File: src/pkg/wsr_pkg.sv
package wsr_pkg;

  ////////////////////////////////////////////////////////////////////
  // Widths and timing
  localparam int          WSR_WW      = 24;
  localparam int          WSR_TW      = 10;
  localparam int          WSR_CLK_HZ  = 40_000_000;
  localparam int          WSR_TICK_MS = 100;
  localparam int          WSR_TICK_CYC = WSR_CLK_HZ / 1000 * WSR_TICK_MS;
  localparam logic [9:0]  WSR_TMAX    = 10'h3E7;
  localparam logic [23:0] WSR_REP_DIV = 24'h000014;

  ////////////////////////////////////////////////////////////////////
  // Register field offsets inside a channel block
  localparam logic [2:0] WSR_F_THR  = 3'h0;
  localparam logic [2:0] WSR_F_CFG  = 3'h1;
  localparam logic [2:0] WSR_F_HYS  = 3'h2;
  localparam logic [2:0] WSR_F_DLY  = 3'h3;
  localparam logic [2:0] WSR_F_MAX  = 3'h4;
  // Shared registers live in block 0 only
  localparam logic [2:0] WSR_F_TEST = 3'h5;
  localparam logic [2:0] WSR_F_MODE = 3'h6;
  localparam logic [2:0] WSR_F_STAT = 3'h7;

  ////////////////////////////////////////////////////////////////////
  // Config bit positions and reset values
  localparam int         WSR_CFG_SRC = 0;
  localparam int         WSR_CFG_NC  = 2;
  localparam int         WSR_CFG_NEG = 3;
  localparam int         WSR_CFG_STB = 4;
  localparam logic [1:0] WSR_SRC_NET   = 2'h0;
  localparam logic [1:0] WSR_SRC_GROSS = 2'h1;
  localparam logic [1:0] WSR_SRC_PEAK  = 2'h2;
  localparam logic [4:0] WSR_CFG_RST = 5'h01;
  localparam logic [9:0] WSR_HYS_RST = 10'h002;
  localparam logic [9:0] WSR_DLY_RST = 10'h000;
  localparam logic [9:0] WSR_MAX_RST = 10'h000;

  typedef enum logic [1:0] {
    WSR_IDLE  = 2'b00,
    WSR_DELAY = 2'b01,
    WSR_ON    = 2'b11,
    WSR_SPENT = 2'b10
  } wsr_state_e;

endpackage

File: src/hw/wsr_top.sv
// Behaviour
// - Channel 1 waits its switch-on delay of 0-999 tenths; zero means none.
// - Channel 2 has its own independent switch-on delay, default zero.
// - Each channel compares net, gross or peak; gross after reset.
// - Peak source uses last captured peak, even with peak tracking off.
// - Contact polarity per channel: normally open default, closed inverts.
// - Sign setting restricts operation to positive or negative weight.
// - Stable-only mode gates the output with the stability flag.
// - Channel 2 hysteresis band 0-999, default 2, below threshold.
// - Channel 2 max-on time forces output off; zero disables it.
// - Input test mode shows live inputs, input 1 leftmost, functions off.
// - Output test mode drives outputs from operator digits.
// - In output test mode the LEDs mirror the forced outputs.
// - Demand mode: input 2 requests a report if stable, moved 20 div.
// - Channel 1 has the same source, polarity, sign, stability options.
// - Channel 1 hysteresis band 0-999, default 2.
// - Channel 1 max-on time forces output off; zero disables it.
module wsr_top
  import wsr_pkg::*;
#(
  parameter int TICK_CYCLES = WSR_TICK_CYC
) (
  // Clock and reset
  input  wire logic                     mclk,
  input  wire logic                     nrst,
  // Avalon-MM register slave
  input  wire logic [3:0]               avs_address,
  input  wire logic                     avs_read,
  input  wire logic                     avs_write,
  input  wire logic [31:0]              avs_writedata,
  output      logic [31:0]              avs_readdata,
  output      logic                     avs_waitrequest,
  // Weighing front end
  input  wire logic signed [WSR_WW-1:0] net_weight,
  input  wire logic signed [WSR_WW-1:0] gross_weight,
  input  wire logic signed [WSR_WW-1:0] peak_weight,
  input  wire logic                     weight_stable,
  // Logic input pins, bit 0 is input 1
  input  wire logic [1:0]               logic_in,
  // Relays, LEDs, report request
  output      logic [1:0]               relay_out,
  output      logic [1:0]               led_out,
  output      logic                     report_req
);

  ////////////////////////////////////////////////////////////////////
  // Declarations
  logic                     rst_meta_r;
  logic                     rst_n;
  logic [1:0]               in_meta_r;
  logic [1:0]               in_sync_r;
  logic                     in2_d_r;
  logic [22:0]              tick_cnt_r;
  logic                     tick_r;

  logic signed [WSR_WW-1:0] thr_r [2];
  logic [4:0]               cfg_r [2];
  logic [9:0]               hys_r [2];
  logic [9:0]               dly_r [2];
  logic [9:0]               max_r [2];
  logic                     input_test_mode_r;
  logic                     output_test_mode_r;
  logic [1:0]               out_digit_r;
  logic                     demand_mode_r;

  logic                     waitreq_r;
  logic [31:0]              rdata_r;
  logic [31:0]              rdata_nxt;
  logic [1:0]               relay_r;
  logic [1:0]               relay_nxt;
  logic [1:0]               led_r;
  logic [1:0]               led_nxt;
  logic                     report_r;
  logic signed [WSR_WW-1:0] last_rep_r;
  logic                     have_rep_r;

  logic [1:0]               act;
  wsr_state_e               st [2];
  logic                     wr_en;
  logic                     rd_take;
  logic                     wr_ch;
  logic [2:0]               wr_fld;
  logic                     shared_sel;
  logic                     in2_rise;
  logic signed [WSR_WW:0]   rep_diff;
  logic signed [WSR_WW:0]   rep_abs;
  logic                     rep_moved;
  logic                     rep_ok;
  logic [8:0]               status;

  ////////////////////////////////////////////////////////////////////
  // Range clamp shared by all 0..999 settings
  function automatic logic [9:0] clamp999(input logic [31:0] d);
    clamp999 = (d > {22'h000000, WSR_TMAX}) ? WSR_TMAX : d[9:0];
  endfunction

  ////////////////////////////////////////////////////////////////////
  // Reset release and pin synchronisers
  always_ff @(posedge mclk or negedge nrst) begin
    if (!nrst) begin
      rst_meta_r <= 1'b0;
      rst_n      <= 1'b0;
    end else begin
      rst_meta_r <= 1'b1;
      rst_n      <= rst_meta_r;
    end
  end

  // Pins are asynchronous; only the second stage feeds logic
  always_ff @(posedge mclk or negedge rst_n) begin
    if (!rst_n) begin
      in_meta_r <= 2'h0;
      in_sync_r <= 2'h0;
      in2_d_r   <= 1'b0;
    end else begin
      in_meta_r <= logic_in;
      in_sync_r <= in_meta_r;
      in2_d_r   <= in_sync_r[1];
    end
  end

  ////////////////////////////////////////////////////////////////////
  // Tenth-second tick; timers may start mid-tick, so one tick of slack
  always_ff @(posedge mclk or negedge rst_n) begin
    if (!rst_n) begin
      tick_cnt_r <= 23'h000000;
      tick_r     <= 1'b0;
    end else if (tick_cnt_r == 23'(TICK_CYCLES - 1)) begin
      tick_cnt_r <= 23'h000000;
      tick_r     <= 1'b1;
    end else begin
      tick_cnt_r <= tick_cnt_r + 23'h000001;
      tick_r     <= 1'b0;
    end
  end

  ////////////////////////////////////////////////////////////////////
  // Bus decode: one wait cycle, then a single-cycle acknowledge
  assign wr_en      = avs_write && !waitreq_r;
  assign rd_take    = avs_read && waitreq_r;
  assign wr_ch      = avs_address[3];
  assign wr_fld     = avs_address[2:0];
  assign shared_sel = !wr_ch;

  always_ff @(posedge mclk or negedge rst_n) begin
    if (!rst_n) begin
      waitreq_r <= 1'b1;
    end else begin
      waitreq_r <= !((avs_read || avs_write) && waitreq_r);
    end
  end

  ////////////////////////////////////////////////////////////////////
  // Setting registers
  always_ff @(posedge mclk or negedge rst_n) begin
    if (!rst_n) begin
      for (int c = 0; c < 2; c++) begin
        thr_r[c] <= '0;
        cfg_r[c] <= WSR_CFG_RST;
        hys_r[c] <= WSR_HYS_RST;
        dly_r[c] <= WSR_DLY_RST;
        max_r[c] <= WSR_MAX_RST;
      end
    end else if (wr_en) begin
      for (int c = 0; c < 2; c++) begin
        if (wr_ch == c[0]) begin
          if (wr_fld == WSR_F_THR) begin
            thr_r[c] <= avs_writedata[WSR_WW-1:0];
          end
          if (wr_fld == WSR_F_CFG) begin
            cfg_r[c] <= avs_writedata[4:0];
          end
          if (wr_fld == WSR_F_HYS) begin
            hys_r[c] <= clamp999(avs_writedata);
          end
          if (wr_fld == WSR_F_DLY) begin
            dly_r[c] <= clamp999(avs_writedata);
          end
          if (wr_fld == WSR_F_MAX) begin
            max_r[c] <= clamp999(avs_writedata);
          end
        end
      end
    end
  end

  always_ff @(posedge mclk or negedge rst_n) begin
    if (!rst_n) begin
      input_test_mode_r  <= 1'b0;
      output_test_mode_r <= 1'b0;
      out_digit_r        <= 2'h0;
      demand_mode_r      <= 1'b0;
    end else if (wr_en && shared_sel) begin
      if (wr_fld == WSR_F_TEST) begin
        input_test_mode_r  <= avs_writedata[0];
        output_test_mode_r <= avs_writedata[1];
        out_digit_r        <= avs_writedata[3:2];
      end
      if (wr_fld == WSR_F_MODE) begin
        demand_mode_r <= avs_writedata[0];
      end
    end
  end

  ////////////////////////////////////////////////////////////////////
  // Read path; unmapped words read zero, writes to them are dropped
  assign status = {st[1], st[0], weight_stable,
                   in_sync_r[0], in_sync_r[1], act};

  always_comb begin
    rdata_nxt = 32'h00000000;
    case (wr_fld)
      WSR_F_THR: rdata_nxt = {{8{thr_r[wr_ch][WSR_WW-1]}}, thr_r[wr_ch]};
      WSR_F_CFG: rdata_nxt = {27'h0000000, cfg_r[wr_ch]};
      WSR_F_HYS: rdata_nxt = {22'h000000, hys_r[wr_ch]};
      WSR_F_DLY: rdata_nxt = {22'h000000, dly_r[wr_ch]};
      WSR_F_MAX: rdata_nxt = {22'h000000, max_r[wr_ch]};
      WSR_F_TEST: begin
        if (shared_sel) begin
          rdata_nxt = {28'h0000000, out_digit_r,
                       output_test_mode_r, input_test_mode_r};
        end
      end
      WSR_F_MODE: begin
        if (shared_sel) begin
          rdata_nxt = {31'h00000000, demand_mode_r};
        end
      end
      WSR_F_STAT: begin
        if (shared_sel) begin
          rdata_nxt = {23'h000000, status};
        end
      end
      default: rdata_nxt = 32'h00000000;
    endcase
  end

  always_ff @(posedge mclk or negedge rst_n) begin
    if (!rst_n) begin
      rdata_r <= 32'h00000000;
    end else if (rd_take) begin
      rdata_r <= rdata_nxt;
    end
  end

  ////////////////////////////////////////////////////////////////////
  // Setpoint channels
  generate
    for (genvar g = 0; g < 2; g++) begin : gen_ch
      wsr_channel u_ch (
        .mclk   (mclk),
        .rst_n  (rst_n),
        .tick   (tick_r),
        .net    (net_weight),
        .gross  (gross_weight),
        .peak   (peak_weight),
        .stable (weight_stable),
        .cfg    (cfg_r[g]),
        .thr    (thr_r[g]),
        .hys    (hys_r[g]),
        .dly    (dly_r[g]),
        .maxon  (max_r[g]),
        .active (act[g]),
        .state  (st[g])
      );

      // Test digits bypass polarity: 1 always means contact on
      assign relay_nxt[g] = output_test_mode_r ? out_digit_r[g]
                          : act[g] ^ cfg_r[g][WSR_CFG_NC];
      assign led_nxt[g]   = output_test_mode_r ? out_digit_r[g]
                          : act[g];
    end
  endgenerate

  always_ff @(posedge mclk or negedge rst_n) begin
    if (!rst_n) begin
      relay_r <= 2'h0;
      led_r   <= 2'h0;
    end else begin
      relay_r <= relay_nxt;
      led_r   <= led_nxt;
    end
  end

  ////////////////////////////////////////////////////////////////////
  // On-demand report; input test mode suspends the input function
  assign in2_rise  = in_sync_r[1] && !in2_d_r &&
                     !input_test_mode_r && demand_mode_r;
  assign rep_diff  = $signed({gross_weight[WSR_WW-1], gross_weight}) -
                     $signed({last_rep_r[WSR_WW-1], last_rep_r});
  assign rep_abs   = rep_diff[WSR_WW] ? -rep_diff : rep_diff;
  assign rep_moved = !have_rep_r ||
                     (rep_abs >= $signed({1'b0, WSR_REP_DIV}));
  assign rep_ok    = in2_rise && weight_stable && rep_moved;

  always_ff @(posedge mclk or negedge rst_n) begin
    if (!rst_n) begin
      report_r   <= 1'b0;
      last_rep_r <= '0;
      have_rep_r <= 1'b0;
    end else begin
      report_r <= rep_ok;
      if (rep_ok) begin
        last_rep_r <= gross_weight;
        have_rep_r <= 1'b1;
      end
    end
  end

  ////////////////////////////////////////////////////////////////////
  // Outputs
  assign avs_readdata    = rdata_r;
  assign avs_waitrequest = waitreq_r;
  assign relay_out       = relay_r;
  assign led_out         = led_r;
  assign report_req      = report_r;

endmodule // wsr_top

File: src/hw/wsr_channel.sv
module wsr_channel
  import wsr_pkg::*;
(
  // Clock and reset
  input  wire logic                     mclk,
  input  wire logic                     rst_n,
  input  wire logic                     tick,
  // Weights from the front end
  input  wire logic signed [WSR_WW-1:0] net,
  input  wire logic signed [WSR_WW-1:0] gross,
  input  wire logic signed [WSR_WW-1:0] peak,
  input  wire logic                     stable,
  // Settings
  input  wire logic        [4:0]        cfg,
  input  wire logic signed [WSR_WW-1:0] thr,
  input  wire logic        [9:0]        hys,
  input  wire logic        [9:0]        dly,
  input  wire logic        [9:0]        maxon,
  // Result
  output      logic                     active,
  output      wsr_state_e               state
);

  wsr_state_e                 state_r;
  wsr_state_e                 state_nxt;
  logic        [9:0]          cnt_r;
  logic        [9:0]          cnt_nxt;
  logic signed [WSR_WW-1:0]   w;
  logic signed [WSR_WW:0]     mag;
  logic signed [WSR_WW:0]     lim;
  logic signed [WSR_WW:0]     rel;
  logic        [1:0]          src;
  logic                       neg;
  logic                       sign_ok;
  logic                       above;
  logic                       below;

  ////////////////////////////////////////////////////////////////////
  // Peak is the latched last peak, tracking on or off
  assign src = cfg[WSR_CFG_SRC+1:WSR_CFG_SRC];
  assign w   = (src == WSR_SRC_NET)  ? net :
               (src == WSR_SRC_PEAK) ? peak : gross;
  assign neg = cfg[WSR_CFG_NEG];
  assign sign_ok = neg ? w[WSR_WW-1] : !w[WSR_WW-1];
  assign mag = neg ? -$signed({w[WSR_WW-1], w})
                   : $signed({w[WSR_WW-1], w});
  assign lim = $signed({thr[WSR_WW-1], thr});
  assign rel = lim - $signed({15'h0000, hys});
  assign above = sign_ok && (mag > lim);
  assign below = !sign_ok || (mag < rel);

  ////////////////////////////////////////////////////////////////////
  // Delay needs unbroken exceedance; max-on counts from exceedance
  always_comb begin
    state_nxt = state_r;
    case (state_r)
      WSR_IDLE: begin
        if (above) begin
          state_nxt = (dly == 10'h000) ? WSR_ON : WSR_DELAY;
        end
      end
      WSR_DELAY: begin
        if (!above) begin
          state_nxt = WSR_IDLE;
        end else if (cnt_r >= dly) begin
          state_nxt = WSR_ON;
        end
      end
      WSR_ON: begin
        if (below) begin
          state_nxt = WSR_IDLE;
        end else if (maxon != 10'h000 && cnt_r >= maxon) begin
          state_nxt = WSR_SPENT;
        end
      end
      WSR_SPENT: begin
        if (below) begin
          state_nxt = WSR_IDLE;
        end
      end
      default: state_nxt = WSR_IDLE;
    endcase
  end

  // Saturates so a long-held output cannot wrap back into range
  assign cnt_nxt = (state_r == WSR_IDLE) ? 10'h000 :
                   (tick && cnt_r != WSR_TMAX) ? cnt_r + 10'h001 :
                   cnt_r;

  always_ff @(posedge mclk or negedge rst_n) begin
    if (!rst_n) begin
      state_r <= WSR_IDLE;
      cnt_r   <= 10'h000;
    end else begin
      state_r <= state_nxt;
      cnt_r   <= cnt_nxt;
    end
  end

  assign active = (state_r == WSR_ON) &&
                  (!cfg[WSR_CFG_STB] || stable);
  assign state  = state_r;

endmodule // wsr_channel

File: config.mk
export PLATFORM = sky130hd
export DESIGN_NAME = wsr_top
export DESIGN_NICKNAME = d
export VERILOG_FILES = /design/src/pkg/wsr_pkg.sv /design/src/hw/wsr_top.sv /design/src/hw/wsr_channel.sv
export SDC_FILE = /design/constraint.sdc
export NUM_CORES = 1
export LEC_CHECK = 0
export BUFFER_PORTS_ARGS = -buffer_cell sky130_fd_sc_hd__buf_4
export CORE_ASPECT_RATIO = 1.75
export CORE_MARGIN = 2
export CORE_UTILIZATION = 40
export CTS_BUF_LIST = sky130_fd_sc_hd__clkbuf_4 sky130_fd_sc_hd__clkbuf_8
export CTS_CLUSTER_SIZE = 14
export DETAILED_ROUTE_END_ITERATION = 16
export HOLD_SLACK_MARGIN = 0.15
export SETUP_SLACK_MARGIN = 0.3
export SYNTH_ARGS = -nofsm -noshare
export SYNTH_HDL_FRONTEND = slang
export SYNTH_SLANG_ARGS = --single-unit
File: constraint.sdc
create_clock -name mclk -period 10.3 [get_ports mclk]
set_clock_uncertainty 0.05 [all_clocks]
set_input_delay 0.515 -clock mclk [delete_from_list [all_inputs] [get_ports mclk]]
set_output_delay 0.515 -clock mclk [all_outputs]
set_load 0.01 [all_outputs]
==> flow_summary.toml <==
[outcome]
status = "complete, no violations"

[grt]
grt_antenna_before_repair = 1
track_usage_pct = 27.7
grt_pass1_wl_mm = 105
grt_max_degree = 72
grt_pass1_vias = 17800
gr-total-overflow = 0

[sta]
finalSetupViolations = 0
rsz0062_at_grt = "no"
fin_ws_ps = 4640
finalHoldViolCount = 0
max_slew_margin_pct = 18.5
maxSlewViolCount = 0
period_needed_ps = 5660
holdWs_ps = 177
fmax_mhz = 177
worst_slew_pin_slew_ps = 1210
final.period_utilization_pct = 54.9
fin_tns_setup_ps = 0

[yosys]
synth_area_leaders = "dfrtp_1, ha_1, mux2i_1, o21ai_0, nand2_1"
synth_cell_types = 79
yosysWarnings = 0
synth-seq-area-share_pct = 30.4
synth_top_cell_area_share_pct = 29.7
async_flop_share_pct = 100
synth_area_per_cell_sq_um = 8.49
synth_ff_type = "dfrtp_1"
synthCells = 2258
synth_edf_count = 0
synth_seq_cells = 233
synth_nets = 2564
yosys.area.top_type = "dfrtp_1"
synthesis.area_sq_um = 19200

[critical_path]
critPathMaxStageDelay_ps = 880
regToRegStartpoint = "hys_r[1]"
reg2reg_slack_ps = 4750
slowest_stage = "nor4_1"
crit_path_max_fanout = 17
startpoint_type = "input port"
worstRegToRegCells = 23
worstPathRequired_ps = 10740
r2r-end = "gen_ch[1].u_ch.state[1]"
crit_type = "in -> reg"
crit_path_end_kind = "flip-flop"
arrival_ps = 6100
cpMostUsedCell = "o2111ai_1"
path_cells = "dlygate4sd3_1, buf_4, ha_1, a2111oi_0, o221ai_1, nand2_1, mux2_2, nor4_1, and4_1, o2111ai_1, a21oi_1, o2111ai_1, o31ai_4, inv_4, mux2_4"

[routing]
avgRoutedWirePerCell_um = 23.0
drc_errors = 0
vias_per_cell = 5.80
wl_mm = 69.9
ant_nets = 0
drtIter0Drc = 1073
num_vias = 17600
dr.pass1.iters = 11

[cells_and_area]
final_cell_mix = "nand2_1, dfrtp_1, o21ai_0, ha_1, inv_1"
drive_gt1_share_pct = 13.6
layout.nets = 2724
area_growth_syn_to_layout_pct = 15.7
final_util_pct = 46.6

[floorplan]
die_x_um = 170
fp-row-count = 106
start_util_pct = 40.3
core_area_sq_um = 47600
io_pins = 153
die_y_um = 294
die_area_sq_um = 49800

[power]
finalPower_uw = 5260
combPwrFrac_pct = 55.7
power_frac_seq_pct = 24.9
p_leak_uw = 0.0103
p_clk_share_pct = 19.4
switching_power_uw = 2450
ir_worst_vdd_mv = 0.119
pwr_density_cell_nw_per_um2 = 237
p_int_uw = 2810
swShare_pct = 46.6

[clock_network]
postCtsSetupRepairBufs = 0
path_clk_slew_ps = 60
clk-insertion-delay-late_ps = 620
clockBufferDepth = 3
cts_tree = "built"
htreeDepth = 2
clock_sinks = 233
cts_inserted_buffers = 41
root_buffer = "clkbuf_8"

[placed_design]
dpl.hpwl_mm = 56.0
numPortBuffers = 152
dp_slack_ps = 4560
gp_congestion = 1.09

[min_path]
hp-start = "avs_writedata[9]"
hold_class = "in -> reg"
whs_path_depth = 3
min_to = "thr_r[9]"

[job]
maxCapViolCount = 0
==> synthesized netlist by cell type, types with 7 or more instances <==
library cell and count:
or4_1 10, buf_4 8, nand2_1 228, nand2b_1 23
xnor2_1 78, and4_1 8, a21oi_1 124, mux2_2 62
mux2_4 8, o21ai_0 194, o221ai_1 9, a21o_1 60
inv_1 180, nor2b_1 23, o21a_1 18, nand4_1 45
or2_2 7, o2111ai_1 9, o31ai_1 23, nor3_1 39
o211ai_1 12, a31oi_1 11, mux2i_1 97, o22ai_1 14
and2_1 12, nor2_1 165, nand3_1 49, clkbuf_1 70
a22oi_1 15, or3_1 8, and3_1 16, xor2_1 63
dfrtp_1 228, ha_1 188, nor4_1 33, a211oi_1 15
buf_1 14
==> worst max path at each step <==
| stage | slack (ps) | end | from | cells past startpoint |
|---|---|---|---|---|
| floorplan | 3280 | avs_readdata[0] | rst_n | 0 |
| global placement | 4590 | last_rep_r[11] | gross_weight[18] | 14 |
| detailed placement | 4560 | last_rep_r[12] | gross_weight[18] | 14 |
| CTS | 4660 | last_rep_r[12] | gross_weight[18] | 15 |
| global route | 4380 | gen_ch[0].u_ch.state[0] | thr_r[24] | 24 |
| finish | 4640 | last_rep_r[12] | gross_weight[18] | 15 |
==> state kept, by name, indices dropped and copies added, names as in the netlist, 2 cells and up <==
| register | count |
|---|---|
| tick_cnt_r | 23 |
| in_sync_r | 2 |
| cfg_r | 10 |
| thr_r | 48 |
| relay_out | 2 |
| in_meta_r | 2 |
| gen_ch.u_ch.state | 4 |
| gen_ch.u_ch.cnt_r | 20 |
| dly_r | 20 |
| led_out | 2 |
| max_r | 20 |
| out_digit_r | 2 |
| avs_readdata | 24 |
| last_rep_r | 24 |
| hys_r | 20 |
==> cells by family (layout without fill, tap and decap cells) <==
logic type	count (synthesis)	count (layout)	synth area share, %
AOI/OAI and AO/OA	560	560	18.3
DFF	233	233	30.4
muxes	167	167	9.33
buffers and inverters	275	465	5.60
other	1	2	0.0196
adders and majority gates	191	191	12.6
xor gates and xnor gates	141	141	6.44
and+or+nand+nor	690	690	17.3
==> timing repair <==
item	CTS	global route
hold endpoints to repair	61	0
hold buffers	47	0
gates resized for setup	0	0
==> power by group through the flow <==
stage	combinational, uW	clock [uW]	sequential, uW
after floorplan	2000	0	1240
after global placement	2830	0	1320
after detailed placement	2860	0	1320
after CTS	2900	1040	1310
after global routing	3230	1080	1330
final	2930	1020	1310
==> per-stage QoR <==
stage          area (sq um)  std cells
2_1_floorplan         19200       2258
6_report              22200       3043
5_1_grt               22200       3043
3_5_place_dp          20800       2922
3_3_place_gp          20800       2922
4_1_cts               22200       3042
==> layer usage <==
| layer | vias up | part of all wire (%) | track usage, % |
|---|---|---|---|
| li1 | 8394 | - | - |
| met1 | 8510 | 36 | 27.7 |
| met2 | 528 | 52 | 51.9 |
| met3 | 206 | 4.0 | 3.74 |
| met4 | 0 | 8.4 | 20.4 |
| met5 | - | 0 | 0 |
==> final cells by class <==
type,count,area [sq um]
well taps,594,743
multi-input cells,1750,12300
inverters,181,682
diodes,1,2.50
repair buffers,211,1700
clock buffers,62,766
clock inverters,11,185
flip-flops and latches,233,5840
fillers,4706,25400
==> worst max-delay path, delay by kind of cell <==
| family | cells | cell delay, ps |
|---|---|---|
| AOI/OAI and AO/OA | 6 | 2120 |
| adders and majority gates | 1 | 430 |
| buffers and inverters | 3 | 960 |
| muxes | 2 | 710 |
| and+or+nand+nor | 3 | 1350 |
Power figures use the tool's default switching activity.
